<file path="src/shared/mmsp_pkg.sv">
// Purpose: constants for the memory map, shadow and write protect block
// Assumes: 16-bit register port, 24-bit physical memory address
// Notes:   all offsets, field positions, reset values and timing counts live here
package mmsp_pkg;
  // register port addresses
  localparam logic [15:0] ADDR_NONPAGE_TIMING = 16'h4072;
  localparam logic [15:0] ADDR_SPLIT_START    = 16'h5872;
  localparam logic [15:0] ADDR_SHADOW_WP      = 16'h6072;
  localparam logic [15:0] ADDR_HM_BOUNDARY    = 16'hC072;
  // reset values
  localparam logic [15:0] RST_NONPAGE_TIMING = 16'h0000;
  localparam logic [15:0] RST_SPLIT_START    = 16'h0000;
  localparam logic [15:0] RST_SHADOW_WP      = 16'h0004; // boot_rom_layout 01
  localparam logic [15:0] RST_HM_BOUNDARY    = 16'h0000;
  // writable bit masks (unused bits are ignored and read zero)
  localparam logic [15:0] MASK_NONPAGE_TIMING = 16'h7F7F;
  localparam logic [15:0] MASK_SPLIT_START    = 16'hFFFC;
  localparam logic [15:0] MASK_SHADOW_WP      = 16'hFFBF;
  localparam logic [15:0] MASK_HM_BOUNDARY    = 16'h00FF;
  // shadow register field positions
  localparam int CUTOFF_LSB  = 14;
  localparam int HMWP_BIT    = 13;
  localparam int BIOSWP_BIT  = 12;
  localparam int PFLIP_BIT   = 11;
  localparam int POFF_BIT    = 10;
  localparam int SHD_LSB     = 8;
  localparam int XMEM_BIT    = 7;
  localparam int VSPAN_LSB   = 4;
  localparam int ROMLAY_LSB  = 2;
  localparam int MOUSE_LSB   = 0;
  // split register fields
  localparam int SPLITSZ_LSB = 8;
  localparam int SPLITA_LSB  = 2;
  // memory segment numbers (address bits 23..16)
  localparam logic [7:0] SEG_A  = 8'h0A;
  localparam logic [7:0] SEG_C  = 8'h0C;
  localparam logic [7:0] SEG_D  = 8'h0D;
  localparam logic [7:0] SEG_E  = 8'h0E;
  localparam logic [7:0] SEG_F  = 8'h0F;
  localparam logic [7:0] SEG_FE = 8'hFE;
  localparam logic [7:0] SEG_FF = 8'hFF;
  localparam logic [23:0] LOWMEM_TOP = 24'h0A_0000; // 640 KB
  localparam logic [23:0] KB128      = 24'h02_0000;
  localparam logic [23:0] KB256      = 24'h04_0000;
  localparam logic [23:0] KB512      = 24'h08_0000;
  localparam logic [23:0] KB16       = 24'h00_4000;
  localparam logic [23:0] E_UPPER    = 24'h0E_8000;
  // chip select code of the boot rom, and idle code
  localparam logic [4:0] CS_BOOTROM = 5'h00;
  localparam logic [4:0] CS_IDLE    = 5'h1F;
  // mouse speed-up hold, one second at mclk
  localparam real    CLK_MHZ        = 10.0;
  localparam real    SPEEDUP_SEC    = 1.0;
  localparam int     SPEEDUP_CYCLES = int'(SPEEDUP_SEC * CLK_MHZ * 1.0e6);
  // field encodings
  localparam logic [1:0] SHD_NONE = 2'h0;
  localparam logic [1:0] SHD_F64  = 2'h1;
  localparam logic [1:0] SHD_E128 = 2'h2;
  localparam logic [1:0] SHD_VID  = 2'h3;
  localparam logic [1:0] ROM_E128 = 2'h0;
  localparam logic [1:0] ROM_F64  = 2'h1;
  localparam logic [1:0] ROM_SHR  = 2'h2;
  // memory cycle destinations
  typedef enum logic [3:0] {
    DST_DRAM = 4'b0001,
    DST_ROM  = 4'b0010,
    DST_BUS  = 4'b0100,
    DST_DROP = 4'b1000
  } mmsp_dst_t;
endpackage : mmsp_pkg

</file>
<file path="src/rtl/mmsp_memory_map.sv">
// Purpose: low memory remap, shadow, write protect and boot rom decode
// Assumes: cycles present a stable address with a one-cycle request pulse
// Notes:   decode is registered, so answers arrive one mclk after the request
`timescale 1ns/100ps
`default_nettype none
module mmsp_memory_map #(
  parameter int SPEEDUP_HOLD = mmsp_pkg::SPEEDUP_CYCLES
) (
  input  wire logic        mclk,
  input  wire logic        nrst,
  input  wire logic        ioWr,
  input  wire logic        ioRd,
  input  wire logic [15:0] ioAddr,
  input  wire logic [15:0] ioWdata,
  output var  logic [15:0] ioRdata,
  input  wire logic        memReq,
  input  wire logic        memWrite,
  input  wire logic [23:0] memAddr,
  input  wire logic        busMemStrobe,
  input  wire logic        busMaster,
  input  wire logic        parityPortEn,
  input  wire logic [3:0]  irqLines,
  input  wire logic        auto_speedup_en,
  output var  logic        memDone,
  output var  logic        dramSel,
  output var  logic        dramWriteEn,
  output var  logic [23:0] dramAddr,
  output var  logic        expBusSel,
  output var  logic [4:0]  chipSel,
  output var  logic        boot_rom_select,
  output var  logic        parityInvert,
  output var  logic        parityCheckEn,
  output var  logic        rowStrobe,
  output var  logic [15:0] timingCfg,
  output var  logic        fastClock
);
  typedef struct packed {
    logic [15:0] timing;
    logic [15:0] split;
    logic [15:0] shadow;
    logic [15:0] bound;
    logic [15:0] rdata;
    logic        done;
    logic        dram;
    logic        dwe;
    logic [23:0] daddr;
    logic        ebus;
    logic [4:0]  cs;
    logic        romSel;
    logic        pinv;
    logic        pchk;
    logic        ras;
    logic [3:0]  irqPrev;
  } mmsp_st_t;
  mmsp_st_t st_r;
  mmsp_st_t st_nxt;

  logic speedUp;
  logic mouseEdge;
  logic [1:0] cutoff, bios_copy_select, vspan, romLay, mouse, splitSz;
  logic       xMem;
  logic [7:0] seg;
  mmsp_pkg::mmsp_dst_t dst;
  logic [23:0] mapped;
  logic        wrBlock;

  // span sizes window
  // true when address lies in the video window at 0C0000H for the span
  function automatic logic in_video(input logic [23:0] a, input logic [1:0] span);
    logic [23:0] lim;
    lim = 24'(mmsp_pkg::KB16 * ({22'h00_0000, span} + 24'h00_0001));
    in_video = (a[23:16] == mmsp_pkg::SEG_C) && (a[15:0] < lim[15:0] || span == 2'h3);
  endfunction : in_video

  // the length of the relocated window for a remap size code
  function automatic logic [23:0] remap_len(input logic [1:0] sz);
    unique case (sz)
      2'h1:    remap_len = mmsp_pkg::KB256;
      2'h2:    remap_len = mmsp_pkg::KB256 + 24'h01_0000;
      2'h3:    remap_len = mmsp_pkg::KB256 + mmsp_pkg::KB128;
      default: remap_len = 24'h00_0000;
    endcase
  endfunction : remap_len

  assign cutoff  = st_r.shadow[mmsp_pkg::CUTOFF_LSB +: 2];
  assign bios_copy_select     = st_r.shadow[mmsp_pkg::SHD_LSB +: 2];
  assign xMem    = st_r.shadow[mmsp_pkg::XMEM_BIT];
  assign vspan   = st_r.shadow[mmsp_pkg::VSPAN_LSB +: 2];
  assign romLay  = st_r.shadow[mmsp_pkg::ROMLAY_LSB +: 2];
  assign mouse   = st_r.shadow[mmsp_pkg::MOUSE_LSB +: 2];
  assign splitSz = st_r.split[mmsp_pkg::SPLITSZ_LSB +: 2];
  assign seg     = memAddr[23:16];

  always_comb
  begin
    unique case (mouse)
      2'h1:    mouseEdge = irqLines[2] & ~st_r.irqPrev[2]; // IRQ12
      2'h2:    mouseEdge = irqLines[1] & ~st_r.irqPrev[1]; // IRQ4
      2'h3:    mouseEdge = irqLines[0] & ~st_r.irqPrev[0]; // IRQ3
      default: mouseEdge = 1'b0;
    endcase
  end

  mmsp_speedup #(
    .HOLD_CYCLES (SPEEDUP_HOLD)
  ) i_mmsp_speedup (
    .mclk    (mclk),
    .nrst    (nrst),
    .trigger (mouseEdge & auto_speedup_en),
    .speedUp (speedUp)
  );

  // address decode; priority: top rom, rom select, shadow, remap, cutoff
  always_comb
  begin
    dst     = mmsp_pkg::DST_DRAM;
    mapped  = memAddr;
    wrBlock = 1'b0;
    if (seg == mmsp_pkg::SEG_FF ||
        (seg == mmsp_pkg::SEG_FE && romLay == mmsp_pkg::ROM_E128))
      dst = mmsp_pkg::DST_ROM;
    else if (seg == mmsp_pkg::SEG_FE)
      dst = mmsp_pkg::DST_BUS;
    else if (seg == mmsp_pkg::SEG_F)
    begin
      if (bios_copy_select != mmsp_pkg::SHD_NONE && !memWrite)
        dst = mmsp_pkg::DST_DRAM;
      else if (bios_copy_select == mmsp_pkg::SHD_NONE)
        dst = mmsp_pkg::DST_ROM; // rom at F for every layout
      if (bios_copy_select != mmsp_pkg::SHD_NONE && memWrite && st_r.shadow[mmsp_pkg::BIOSWP_BIT])
        wrBlock = 1'b1;
    end
    else if (bios_copy_select == mmsp_pkg::SHD_VID && in_video(memAddr, vspan))
    begin
      mapped = {mmsp_pkg::SEG_E, memAddr[15:0]};
      wrBlock = memWrite & st_r.shadow[mmsp_pkg::BIOSWP_BIT];
    end
    else if (romLay == mmsp_pkg::ROM_SHR && bios_copy_select != mmsp_pkg::SHD_VID
             && in_video(memAddr, vspan))
      dst = mmsp_pkg::DST_ROM;
    else if (seg == mmsp_pkg::SEG_E)
    begin
      if (bios_copy_select == mmsp_pkg::SHD_VID && xMem && memAddr >= mmsp_pkg::E_UPPER)
        dst = mmsp_pkg::DST_DRAM;
      else if (bios_copy_select == mmsp_pkg::SHD_VID || romLay == mmsp_pkg::ROM_SHR)
        dst = mmsp_pkg::DST_BUS;
      else if (bios_copy_select == mmsp_pkg::SHD_E128)
      begin
        dst = memWrite ? mmsp_pkg::DST_DRAM : mmsp_pkg::DST_DRAM;
        wrBlock = memWrite & st_r.shadow[mmsp_pkg::BIOSWP_BIT];
      end
      else if (romLay == mmsp_pkg::ROM_E128)
        dst = mmsp_pkg::DST_ROM;
      else
        dst = mmsp_pkg::DST_BUS;
    end
    else if (seg >= mmsp_pkg::SEG_A && seg <= mmsp_pkg::SEG_F)
      dst = mmsp_pkg::DST_BUS;
    // relocated block; an E segment handed to the bus by video copy or shared rom stays there
    // split bit 7 is A24, above the 24-bit space, so bits 6..2 place A23..A19
    if (splitSz != 2'h0 && memAddr >= mmsp_pkg::LOWMEM_TOP &&
        memAddr < 24'(mmsp_pkg::LOWMEM_TOP + remap_len(splitSz)) &&
        !(seg == mmsp_pkg::SEG_E && (bios_copy_select == mmsp_pkg::SHD_VID || romLay == mmsp_pkg::ROM_SHR)) &&
        dst == mmsp_pkg::DST_BUS)
    begin
      dst    = mmsp_pkg::DST_DRAM;
      mapped = {st_r.split[6:2], 19'h0_0000} + 24'(memAddr - mmsp_pkg::LOWMEM_TOP);
    end
    if (memAddr < mmsp_pkg::LOWMEM_TOP &&
        ((cutoff == 2'h1 && memAddr >= mmsp_pkg::KB512) ||
         (cutoff == 2'h2 && memAddr >= mmsp_pkg::KB256) ||
         (cutoff == 2'h3 && memAddr >= mmsp_pkg::KB128)))
      dst = mmsp_pkg::DST_BUS;
    if (memWrite && st_r.shadow[mmsp_pkg::HMWP_BIT] &&
        {1'b0, memAddr[23:17]} > st_r.bound[7:0] && memAddr[23:16] >= 8'h10)
      wrBlock = 1'b1;
    // blocked write bound for dram goes to no target
    if (wrBlock && dst == mmsp_pkg::DST_DRAM)
      dst = mmsp_pkg::DST_DROP;
  end

  // register writes, reads and cycle answers
  always_comb
  begin
    st_nxt = st_r;
    st_nxt.irqPrev = irqLines;
    st_nxt.done = 1'b0;
    // timing takes effect on the next edge
    if (ioWr)
    begin
      unique case (ioAddr)
        mmsp_pkg::ADDR_NONPAGE_TIMING:
          st_nxt.timing = ioWdata & mmsp_pkg::MASK_NONPAGE_TIMING;
        mmsp_pkg::ADDR_SPLIT_START:
          st_nxt.split  = ioWdata & mmsp_pkg::MASK_SPLIT_START;
        mmsp_pkg::ADDR_SHADOW_WP:
          st_nxt.shadow = ioWdata & mmsp_pkg::MASK_SHADOW_WP;
        mmsp_pkg::ADDR_HM_BOUNDARY:
          st_nxt.bound  = ioWdata & mmsp_pkg::MASK_HM_BOUNDARY;
        default: ;
      endcase
    end
    if (ioRd)
    begin
      unique case (ioAddr)
        mmsp_pkg::ADDR_NONPAGE_TIMING: st_nxt.rdata = st_r.timing;
        mmsp_pkg::ADDR_SPLIT_START:    st_nxt.rdata = st_r.split;
        mmsp_pkg::ADDR_SHADOW_WP:      st_nxt.rdata = st_r.shadow;
        mmsp_pkg::ADDR_HM_BOUNDARY:    st_nxt.rdata = st_r.bound;
        default:                       st_nxt.rdata = 16'h0000;
      endcase
    end
    if (memReq)
    begin
      st_nxt.done   = 1'b1;
      st_nxt.dram   = (dst == mmsp_pkg::DST_DRAM);
      st_nxt.dwe    = (dst == mmsp_pkg::DST_DRAM) && memWrite;
      st_nxt.daddr  = mapped;
      st_nxt.ebus   = (dst == mmsp_pkg::DST_BUS);
      st_nxt.romSel = (dst == mmsp_pkg::DST_ROM);
      st_nxt.cs     = (dst == mmsp_pkg::DST_ROM) ? mmsp_pkg::CS_BOOTROM : mmsp_pkg::CS_IDLE;
    end
    st_nxt.pinv = st_r.shadow[mmsp_pkg::PFLIP_BIT];
    st_nxt.pchk = parityPortEn & ~st_r.shadow[mmsp_pkg::POFF_BIT];
    // row strobe follows bus memory strobe while busMaster is high
    st_nxt.ras  = busMaster & busMemStrobe;
  end

  // the one state register, reset to documented defaults
  always_ff @(posedge mclk or negedge nrst)
  begin
    if (!nrst)
    begin
      st_r        <= '0;
      st_r.timing <= mmsp_pkg::RST_NONPAGE_TIMING;
      st_r.split  <= mmsp_pkg::RST_SPLIT_START;
      st_r.shadow <= mmsp_pkg::RST_SHADOW_WP;
      st_r.bound  <= mmsp_pkg::RST_HM_BOUNDARY;
      st_r.cs     <= mmsp_pkg::CS_IDLE;
    end
    else
      st_r <= st_nxt;
  end

  assign ioRdata         = st_r.rdata;
  assign memDone         = st_r.done;
  assign dramSel         = st_r.dram;
  assign dramWriteEn     = st_r.dwe;
  assign dramAddr        = st_r.daddr;
  assign expBusSel       = st_r.ebus;
  assign chipSel         = st_r.cs;
  assign boot_rom_select = st_r.romSel;
  assign parityInvert    = st_r.pinv;
  assign parityCheckEn   = st_r.pchk;
  assign rowStrobe       = st_r.ras;
  assign timingCfg       = st_r.timing;
  assign fastClock       = speedUp;

  property p_top_rom;
    @(posedge mclk) disable iff (!nrst)
      memReq && memAddr[23:16] == 8'hFF |=> boot_rom_select && !dramSel;
  endproperty
  a_top_rom: assert property (p_top_rom) else $error("top rom went to dram");
  property p_cs_code;
    @(posedge mclk) disable iff (!nrst)
      boot_rom_select |-> chipSel == 5'h00;
  endproperty
  a_cs_code: assert property (p_cs_code) else $error("rom select code wrong");
  property p_timing_now;
    @(posedge mclk) disable iff (!nrst)
      ioWr && ioAddr == 16'h4072 |=> timingCfg == ($past(ioWdata) & 16'h7F7F);
  endproperty
  a_timing_now: assert property (p_timing_now) else $error("timing not immediate");
  property p_par_off;
    @(posedge mclk) disable iff (!nrst)
      st_r.shadow[10] |=> !parityCheckEn;
  endproperty
  a_par_off: assert property (p_par_off) else $error("parity not disabled");
  property p_par_inv;
    @(posedge mclk) disable iff (!nrst)
      ##1 parityInvert == $past(st_r.shadow[11]);
  endproperty
  a_par_inv: assert property (p_par_inv) else $error("parity flip wrong");
  property p_blocked;
    @(posedge mclk) disable iff (!nrst)
      memReq && memWrite && wrBlock |=> memDone && !dramWriteEn;
  endproperty
  a_blocked: assert property (p_blocked) else $error("blocked write reached dram");
  property p_row;
    @(posedge mclk) disable iff (!nrst)
      busMaster && busMemStrobe |=> rowStrobe;
  endproperty
  a_row: assert property (p_row) else $error("row strobe late");
  property p_ebus;
    @(posedge mclk) disable iff (!nrst)
      memReq && memAddr[23:16] == 8'h0E && st_r.shadow[9:8] == 2'h3 && !st_r.shadow[7]
      |=> expBusSel && !boot_rom_select;
  endproperty
  a_ebus: assert property (p_ebus) else $error("E segment not on bus");
  property p_vid_copy;
    @(posedge mclk) disable iff (!nrst)
      memReq && st_r.shadow[9:8] == 2'h3 && memAddr[23:16] == 8'h0C &&
      memAddr[15:14] <= st_r.shadow[5:4] |=> dramAddr[23:16] == 8'h0E;
  endproperty
  a_vid_copy: assert property (p_vid_copy) else $error("video copy not in E segment");
  property p_hm_guard;
    @(posedge mclk) disable iff (!nrst)
      memReq && memWrite && st_r.shadow[13] && memAddr[23:20] != 4'h0 &&
      {1'b0, memAddr[23:17]} > st_r.bound[7:0] |=> !dramWriteEn;
  endproperty
  a_hm_guard: assert property (p_hm_guard) else $error("guarded write reached dram");
endmodule : mmsp_memory_map
`default_nettype wire

</file>
<file path="src/rtl/mmsp_speedup.sv">
// Purpose: one second speed-up hold after pointer activity
// Assumes: activity is a one-cycle pulse synchronous to mclk
// Notes:   the hold length is a parameter so simulation can shorten it
`timescale 1ns/100ps
`default_nettype none
module mmsp_speedup #(
  parameter int HOLD_CYCLES = mmsp_pkg::SPEEDUP_CYCLES
) (
  input  wire logic mclk,
  input  wire logic nrst,
  input  wire logic trigger,
  output var  logic speedUp
);
  typedef struct packed {
    logic [26:0] count;
    logic        busy;
  } mmsp_su_t;
  mmsp_su_t st_r;
  mmsp_su_t st_nxt;

  // retrigger restarts the full hold
  always_comb
  begin
    st_nxt = st_r;
    if (trigger)
    begin
      st_nxt.count = 27'(HOLD_CYCLES - 1);
      st_nxt.busy  = 1'b1;
    end
    else if (st_r.busy)
    begin
      if (st_r.count == 27'h000_0000)
        st_nxt.busy = 1'b0;
      else
        st_nxt.count = st_r.count - 27'h000_0001;
    end
  end

  always_ff @(posedge mclk or negedge nrst)
  begin
    if (!nrst)
      st_r <= '0;
    else
      st_r <= st_nxt;
  end

  assign speedUp = st_r.busy;

  property p_hold_start;
    @(posedge mclk) disable iff (!nrst)
      trigger |=> speedUp;
  endproperty
  a_hold_start: assert property (p_hold_start) else $error("speed-up did not start");
endmodule : mmsp_speedup
`default_nettype wire

</file>
<file path="config.mk">
export PLATFORM = sky130hd
export DESIGN_NAME = mmsp_memory_map
export DESIGN_NICKNAME = d
export VERILOG_FILES = /design/src/shared/mmsp_pkg.sv /design/src/rtl/mmsp_memory_map.sv /design/src/rtl/mmsp_speedup.sv
export SDC_FILE = /design/constraint.sdc
export NUM_CORES = 1
export LEC_CHECK = 0
export BUFFER_PORTS_ARGS = -buffer_cell sky130_fd_sc_hd__buf_2
export CORE_MARGIN = 2
export CORE_UTILIZATION = 35
export CTS_BUF_LIST = sky130_fd_sc_hd__clkbuf_16
export DETAILED_ROUTE_END_ITERATION = 16
export PLACE_DENSITY_LB_ADDON = 0.15
export SKIP_CTS_REPAIR_TIMING = 1
export SYNTH_ARGS = -nofsm -noshare
export SYNTH_HDL_FRONTEND = slang
export SYNTH_HIERARCHICAL = 1
export SYNTH_SLANG_ARGS = --single-unit
</file>
<file path="constraint.sdc">
create_clock -name mclk -period 3.8 [get_ports mclk]
set_input_delay 0.76 -clock mclk [delete_from_list [all_inputs] [get_ports mclk]]
set_output_delay 0.76 -clock mclk [all_outputs]
set_load 0.02 [all_outputs]
</file>
==> metrics.log, run 1 <==
[metrics] max-slew violation count: 0
[metrics] CTS tree: yes
[metrics] transition time of the tightest slew-check pin: between 800 and 900 ps
[metrics] Worst slew margin: between 40% and 50%
[metrics] fraction of layout cells with a size suffix above 1: between 30% and 40%
[metrics] DP Wirelength: 13.3 mm
[metrics] worst min path class: in2async
[metrics] via count of the first global-routing pass: roughly 5,400
[metrics] count of state elements after synthesis: 131
[metrics] Avg Inst Size Synth: 10.7 um2
[metrics] number of hold-slack violations in the final timing report: 0
[metrics] number of standard cells in the layout, taps in and fillers out: a little over 1,000
[metrics] type of the setup path with the least slack: in2reg
[metrics] worst reg-to-reg path cell count: 9
[metrics] maximum clock insertion buffer count: 2
[metrics] sink count of the clock tree: around 130
[metrics] main area contributors after synthesis: dfrtp_1, mux2_2, buf_4
[metrics] chip height: 147 um
[metrics] final core utilization: about two fifths
[metrics] Die Area: ~22,000 um2
[metrics] number of warnings reported in the yosys synthesis log: 6
[metrics] detailed-route vias per instance: roughly 5.2
[metrics] Routed Wire Length: between 15 and 20 mm
[metrics] number of enable-type register cells in the synthesized netlist: 0
[metrics] Data required, critical path: between 4000 and 5000 ps
[metrics] Num CTS Buffers: 17
[metrics] cell type with the highest aggregate area in the netlist: dfrtp_1
[metrics] wire length of the first global-routing pass: around 29 mm
[metrics] quantity of I/O buffers inserted on ports: about 140
[metrics] area added between synthesis and finish: 16.5%
[metrics] outcome: complete, no violations
[metrics] most common cell after layout, fill and taps aside: buf_2
[metrics] fraction of registers with async set or reset after synthesis: 100%
[metrics] clock latency on the worst-skew pair: around 420 ps
[metrics] static leakage: 0.00376 uW
[metrics] r2r endpoint: dramAddr[17]
[metrics] setup total negative slack: 0 ps
[metrics] max_cap viols: 0
[metrics] overall overflow remaining after global route: 0
[metrics] highest-count cells in the layout ignoring fill and taps: buf_2, dfrtp_1, mux2_2, inv_1, nor2_1
[metrics] H-tree depth: 4
[metrics] final instance area: between 8000 and 9000 um2
[metrics] count of vias placed by the detailed router: 5,362
[metrics] count of distinct cell types in the synthesized netlist: 68
[metrics] clock root cell: clkbuf_16
[metrics] DRT iter0 DRCs: between 200 and 250
[metrics] number of top-level pins: 140
[metrics] launching point of the worst reg2reg path: st_r[77]
[metrics] slack of the worst reg-to-reg path: 1130 ps
[metrics] share of the yosys chip area belonging to registers: between 40% and 50%
[metrics] Initial Utilization: a little over a third
[metrics] number of nets in the final layout: approximately 850
[metrics] setup repair after global routing missed its margin: no
[metrics] post-synth top area share: around 45%
[metrics] final setup fails: 0
[metrics] routed length per placed instance: ~17 um
[metrics] cell count after synthesis: 673
[metrics] final critical path time including I/O delays and setup: between 2000 and 3000 ps
[metrics] core area: 20,200 um2
[metrics] mapped cell area: 7180 um2
[metrics] largest net degree at the start of global routing: around 90
[metrics] CP Max Fanout: 12
[metrics] die width: between 100 and 150 um
[metrics] crit path launch type: input port
[metrics] total routing usage reported by global routing: approximately 17%
[metrics] antenna viol nets, final: 0
[metrics] final worst clock skew: about 7 ps
[metrics] cell area after placement: a little under 8000 um2
[metrics] most used flip-flop cell after synthesis: dfrtp_1
[metrics] Placement Rows: 52
[metrics] total inserted antenna cells: 0
[metrics] Peak Freq: around 0.35 GHz
[metrics] initial antenna violation count: 0
[metrics] power density over the cells: approximately 410 nW/um2
[metrics] clock edge transition at the registers on the reported setup and hold paths: approximately 60 ps
[metrics] gp weighted congestion: about 0.84
[metrics] worst ir drop on vdd: 0.350 mV
[metrics] First-pass DRT Iterations: 5
[metrics] Critical Path End Type: register
[metrics] share of the cycle needed by the critical path after routing: approximately 75%
[metrics] remaining design rule violation count: 0
[metrics] Cells after DPL: approximately 1,000
[metrics] arrival time of data at the critical path endpoint: approximately 3200 ps
worst max-delay path by stage:
stage / start / endpoint / slack, ps / cells after the start
floorplan: memAddr[18] / dramWriteEn / 1150 / 7
global placement: memAddr[18] / dramWriteEn / 590 / 8
detailed placement: memAddr[18] / dramWriteEn / 540 / 8
CTS: memAddr[18] / dramWriteEn / 980 / 8
global route: memAddr[18] / dramWriteEn / 870 / 8
finish: memAddr[18] / dramWriteEn / 970 / 8
cell usage after synthesis, types with 6 or more instances:
cell type / instances
dfrtp_1: 129
mux2_2: 72
buf_4: 61
inv_1: 45
nor2_1: 35
nand2_1: 30
a21oi_1: 28
ha_1: 27
o21ai_0: 20
clkbuf_1: 15
nor3_1: 14
o22ai_1: 13
or4_1: 11
nand3_1: 10
nor4_1: 10
o31ai_1: 10
buf_2: 9
or3_1: 9
a222oi_1: 8
nor2b_1: 7
xnor2_1: 7
a31oi_1: 6
o211ai_1: 6
report_power, final:
| part | switching (uW) | total (uW) | internal (uW) |
|---|---|---|---|
| clock | 648 | 1680 | 1040 |
| combinational | 189 | 306 | 117 |
| sequential | 35.1 | 1480 | 1440 |
| total | 873 | 3470 | 2600 |
cell families (layout without fill, tap and decap cells):
| logic type | count (synthesis) | in the layout | share of synthesized area, % |
|---|---|---|---|
| AND/OR/NAND/NOR | 168 | 168 | 13.6 |
| flip-flops | 131 | 131 | 45.7 |
| adder cells (fa/ha/maj) | 28 | 28 | 4.98 |
| AO/OA/AOI/OAI | 127 | 127 | 12.4 |
| other | 1 | 2 | 0.0522 |
| multiplexers | 75 | 75 | 11.7 |
| buffers and inverters | 131 | 226 | 10.2 |
| XOR/XNOR | 12 | 12 | 1.46 |
metal layers:
layer	vias to the layer above	share of wire (%)	track usage [%]
li1	2542	-	-
met1	2640	45	22.2
met2	160	49	28.6
met3	20	4.7	3.48
met4	0	1.2	4.81
met5	-	0	0
critical path: stages:
cell and delay, ps:
buf_2 200, inv_1 180, ha_1 290, nand4b_1 150
or4b_4 550, a221oi_4 540, a2bb2oi_2 130, o41ai_2 340
sequential cells by signal (all words and copies together), names as in the netlist, 2 cells and up:
signal / count
i_mmsp_speedup/st_r: 27
st_r: 29
timingCfg: 14
ioRdata: 16
romLay: 2
dramAddr: 24
mouse: 2
cutoff: 2
splitSz: 2
bios_copy_select: 2
stage by stage:
step	setup slack, ps	hold slack [ps]	power (uW)
after detailed placement	540	382	1810
after CTS	976	396	3520
after floorplan	1150	368	1710
after global routing	865	411	3620
final	968	396	3470
after global placement	592	388	1810
layout make-up:
cell class	count	area, um2
Fill cell	1982	11800
Sequential cell	131	3280
Multi-Input combinational cell	412	3180
Timing Repair Buffer	148	790
Clock buffer	17	425
Tap cell	270	338
Clock inverter	15	181
Inverter	46	173
Note: power is estimated with default switching activity, not from simulation.
==> inputs of run 2 (changes only) <==
==> constraint.sdc (replaced) <==
create_clock -name mclk -period 2.75 [get_ports mclk]
set_input_delay 0.55 -clock mclk [delete_from_list [all_inputs] [get_ports mclk]]
set_output_delay 0.55 -clock mclk [all_outputs]
set_load 0.02 [all_outputs]
==> run 2 against run 1 <==
  * Cell count rose by 1.3%
  * Register-to-register slack got worse by 930 ps
  * Combinational power rose by 41%
  * Wire length rose by 2.2%
  * Flip-flop and latch count did not move
  * Highest routed layer is now met5
  * Worst hold slack got worse by 320 ps
  * Largest cell class unchanged
  * Total power rose by 33%
  * Clock skew rose by 1.3 ps
  * Via count rose by 1.8%
==> metrics.log, run 2 (same netlist as run 1, synthesis figures left out) <==
[metrics] outcome: complete, no violations
[metrics] worst min path class: in2async
[metrics] core area: 20,200 um2 (unchanged)
[metrics] gp weighted congestion: 0.838 (+0.30%)
[metrics] switching share of total power: 24.6% (-0.54 points)
[metrics] via count of the first global-routing pass: 5,470 (+0.74%)
[metrics] Worst slew margin: 26.6% (-18 points)
[metrics] Cells after DPL: 1,020 (+1.3%)
[metrics] final setup fails: 0 (unchanged)
[metrics] max-slew violation count: 0 (unchanged)
[metrics] First-pass DRT Iterations: 5 (unchanged)
[metrics] number of standard cells in the layout, taps in and fillers out: 1,053 (+1.3%)
[metrics] clock latency on the worst-skew pair: 420 ps (about the same)
[metrics] total routing usage reported by global routing: 17.3% (+0.28 points)
[metrics] transition time of the tightest slew-check pin: 1090 ps (+267 ps)
[metrics] routed length per placed instance: 17.4 um (+0.81%)
[metrics] Data required, critical path: 3030 ps (-1090 ps)
[metrics] clock root cell: clkbuf_16
[metrics] CP Max Fanout: 5 (-7)
[metrics] number of nets in the final layout: 867 (+1.5%)
[metrics] final worst clock skew: 8.33 ps (+1.27 ps)
[metrics] wire length of the first global-routing pass: 29.3 mm (+0.85%)
[metrics] setup repair after global routing missed its margin: no
[metrics] die width: 147 um (unchanged)
[metrics] worst ir drop on vdd: 0.391 mV (+12%)
[metrics] quantity of I/O buffers inserted on ports: 136 (unchanged)
[metrics] Int Pwr: 3470 uW (+34%)
[metrics] combinational cell fraction of total power: 9.4% (+0.6 points)
[metrics] Initial Utilization: 35.6% (unchanged)
[metrics] number of fillers in the final layout: 1,974 (-0.40%)
[metrics] initial antenna violation count: 2 (+2)
[metrics] slack of the worst reg-to-reg path: 200 ps (-930 ps)
[metrics] Peak Freq: between 0.3 and 0.4 GHz
[metrics] remaining design rule violation count: 0 (unchanged)
[metrics] sequential cell fraction of total power: 44.4% (+1.8 points)
[metrics] arrival time of data at the critical path endpoint: 2830 ps (-320 ps)
[metrics] clock edge transition at the registers on the reported setup and hold paths: 60 ps (about the same)
[metrics] Num CTS Buffers: 17 (unchanged)
[metrics] power density over the cells: 546 nW/um2 (+32%)
[metrics] fraction of layout cells with a size suffix above 1: 36.2% (+0.43 points)
[metrics] Routed Wire Length: 18.3 mm (+2.2%)
[metrics] crit path launch type: register
[metrics] overall overflow remaining after global route: 0 (unchanged)
[metrics] Placement Rows: 52 (unchanged)
[metrics] largest net degree at the start of global routing: 51 (-42%)
[metrics] number of flip-flops in the largest register: 29 (unchanged)
[metrics] number of hold-slack violations in the final timing report: 0 (unchanged)
[metrics] most common cell after layout, fill and taps aside: buf_2
[metrics] DRT iter0 DRCs: 280 (+33%)
[metrics] number of top-level pins: 140 (unchanged)
[metrics] chip height: 147 um (unchanged)
[metrics] type of the setup path with the least slack: reg2reg
[metrics] CTS tree: yes
[metrics] Clock power frac: 46.2% (-2.3 points)
[metrics] static leakage: 0.00382 uW (+1.7%)
[metrics] detailed-route vias per instance: 5.18 (+0.40%)
[metrics] P_sw: 1130 uW (+30%)
[metrics] final critical path time including I/O delays and setup: approximately 2500 ps
[metrics] max_cap viols: 0 (unchanged)
[metrics] register name with the most flops: st_r
[metrics] Critical Path End Type: register
[metrics] sink count of the clock tree: 131 (unchanged)
[metrics] Die Area: 21,700 um2 (unchanged)
[metrics] share of the cycle needed by the critical path after routing: between 90% and 100%
[metrics] maximum clock insertion buffer count: 2 (unchanged)
[metrics] area added between synthesis and finish: 17.4%
[metrics] DP Wirelength: 13.7 mm (+3.0%)
[metrics] highest-count cells in the layout ignoring fill and taps: buf_2, dfrtp_1, mux2_2, inv_1, nor2_1
[metrics] H-tree depth: 4 (unchanged)
[metrics] antenna viol nets, final: 0 (unchanged)
[metrics] final core utilization: 41.8% (+0.34 points)
[metrics] count of vias placed by the detailed router: 5,456 (+1.8%)
run 2: changes by cell type in the layout (fill, tap and decap cells not counted), moves of 2 or more:
cell / previous run / this run
clkinv_4: 3 / 1
clkinv_1: 2 / 4
inv_1: 45 / 49
inv_6: 3 / 0
buf_4: 11 / 23
run 2: area by class of cell:
type	count	area [um2]	area share [%]
Antenna cell	1	2.50	0.0297
Clock buffer	17	425	5.04
Clock inverter	15	128	1.51
Inverter	46	173	2.05
Multi-Input combinational cell	412	3190	37.8
Sequential cell	131	3280	38.9
Tap cell	270	338	4.01
Timing Repair Buffer	161	900	10.7
run 2: final timing paths:
check	start	end	cells past startpoint
worst min register to register	st_nxt[6]	parityInvert	0
min in group mclk	irqLines[2]	st_r[2]	1
max in group asynchronous	nrst	st_r[78]	2
worst min-delay path	nrst	dramAddr[22]	1
worst max-delay path	st_r[77]	dramAddr[17]	9
worst max register to register	st_r[77]	dramAddr[17]	9
run 2: per-stage QoR:
stage / hold slack, ps / area, um2 / setup TNS (ps) / power, uW / setup WS, ps
final: 73.5 / 8430 / 0 / 4600 / 204
after global routing: 104 / 8430 / 0 / 4820 / 5.78
after CTS: 87.2 / 8420 / 0 / 4670 / 130
after detailed placement: 394 / 7870 / -27.0 / 2520 / -27.0
after global placement: 387 / 7870 / 0 / 2500 / 69.3
after floorplan: 254 / 7190 / 0 / 2360 / 311
run 2: critical path: stages (launching register included):
cell and delay [ps]:
dfrtp_1 440, ha_1 300, inv_1 40, ha_1 260, o21bai_1 210, o2111ai_1 200
o32ai_2 280, o21ai_2 130, a2111oi_1 440, nor3_1 110
run 2: metal layers:
metal | global-route usage [%] | vias up | routed length, um
li1 | - | 2589 | -
met1 | 22.1 | 2697 | 8140
met2 | 28.8 | 150 | 8990
met3 | 4.35 | 18 | 918
met4 | 5.24 | 2 | 234
met5 | 0 | - | 7
run 2: power by group through the flow:
stage               registers [uW]  clock network, uW  logic [uW]
floorplan                     2080                  0         279
global placement              2070                  0         429
detailed placement            2080                  0         439
CTS                           2050               2180         441
global route                  2050               2280         479
finish                        2040               2130         432
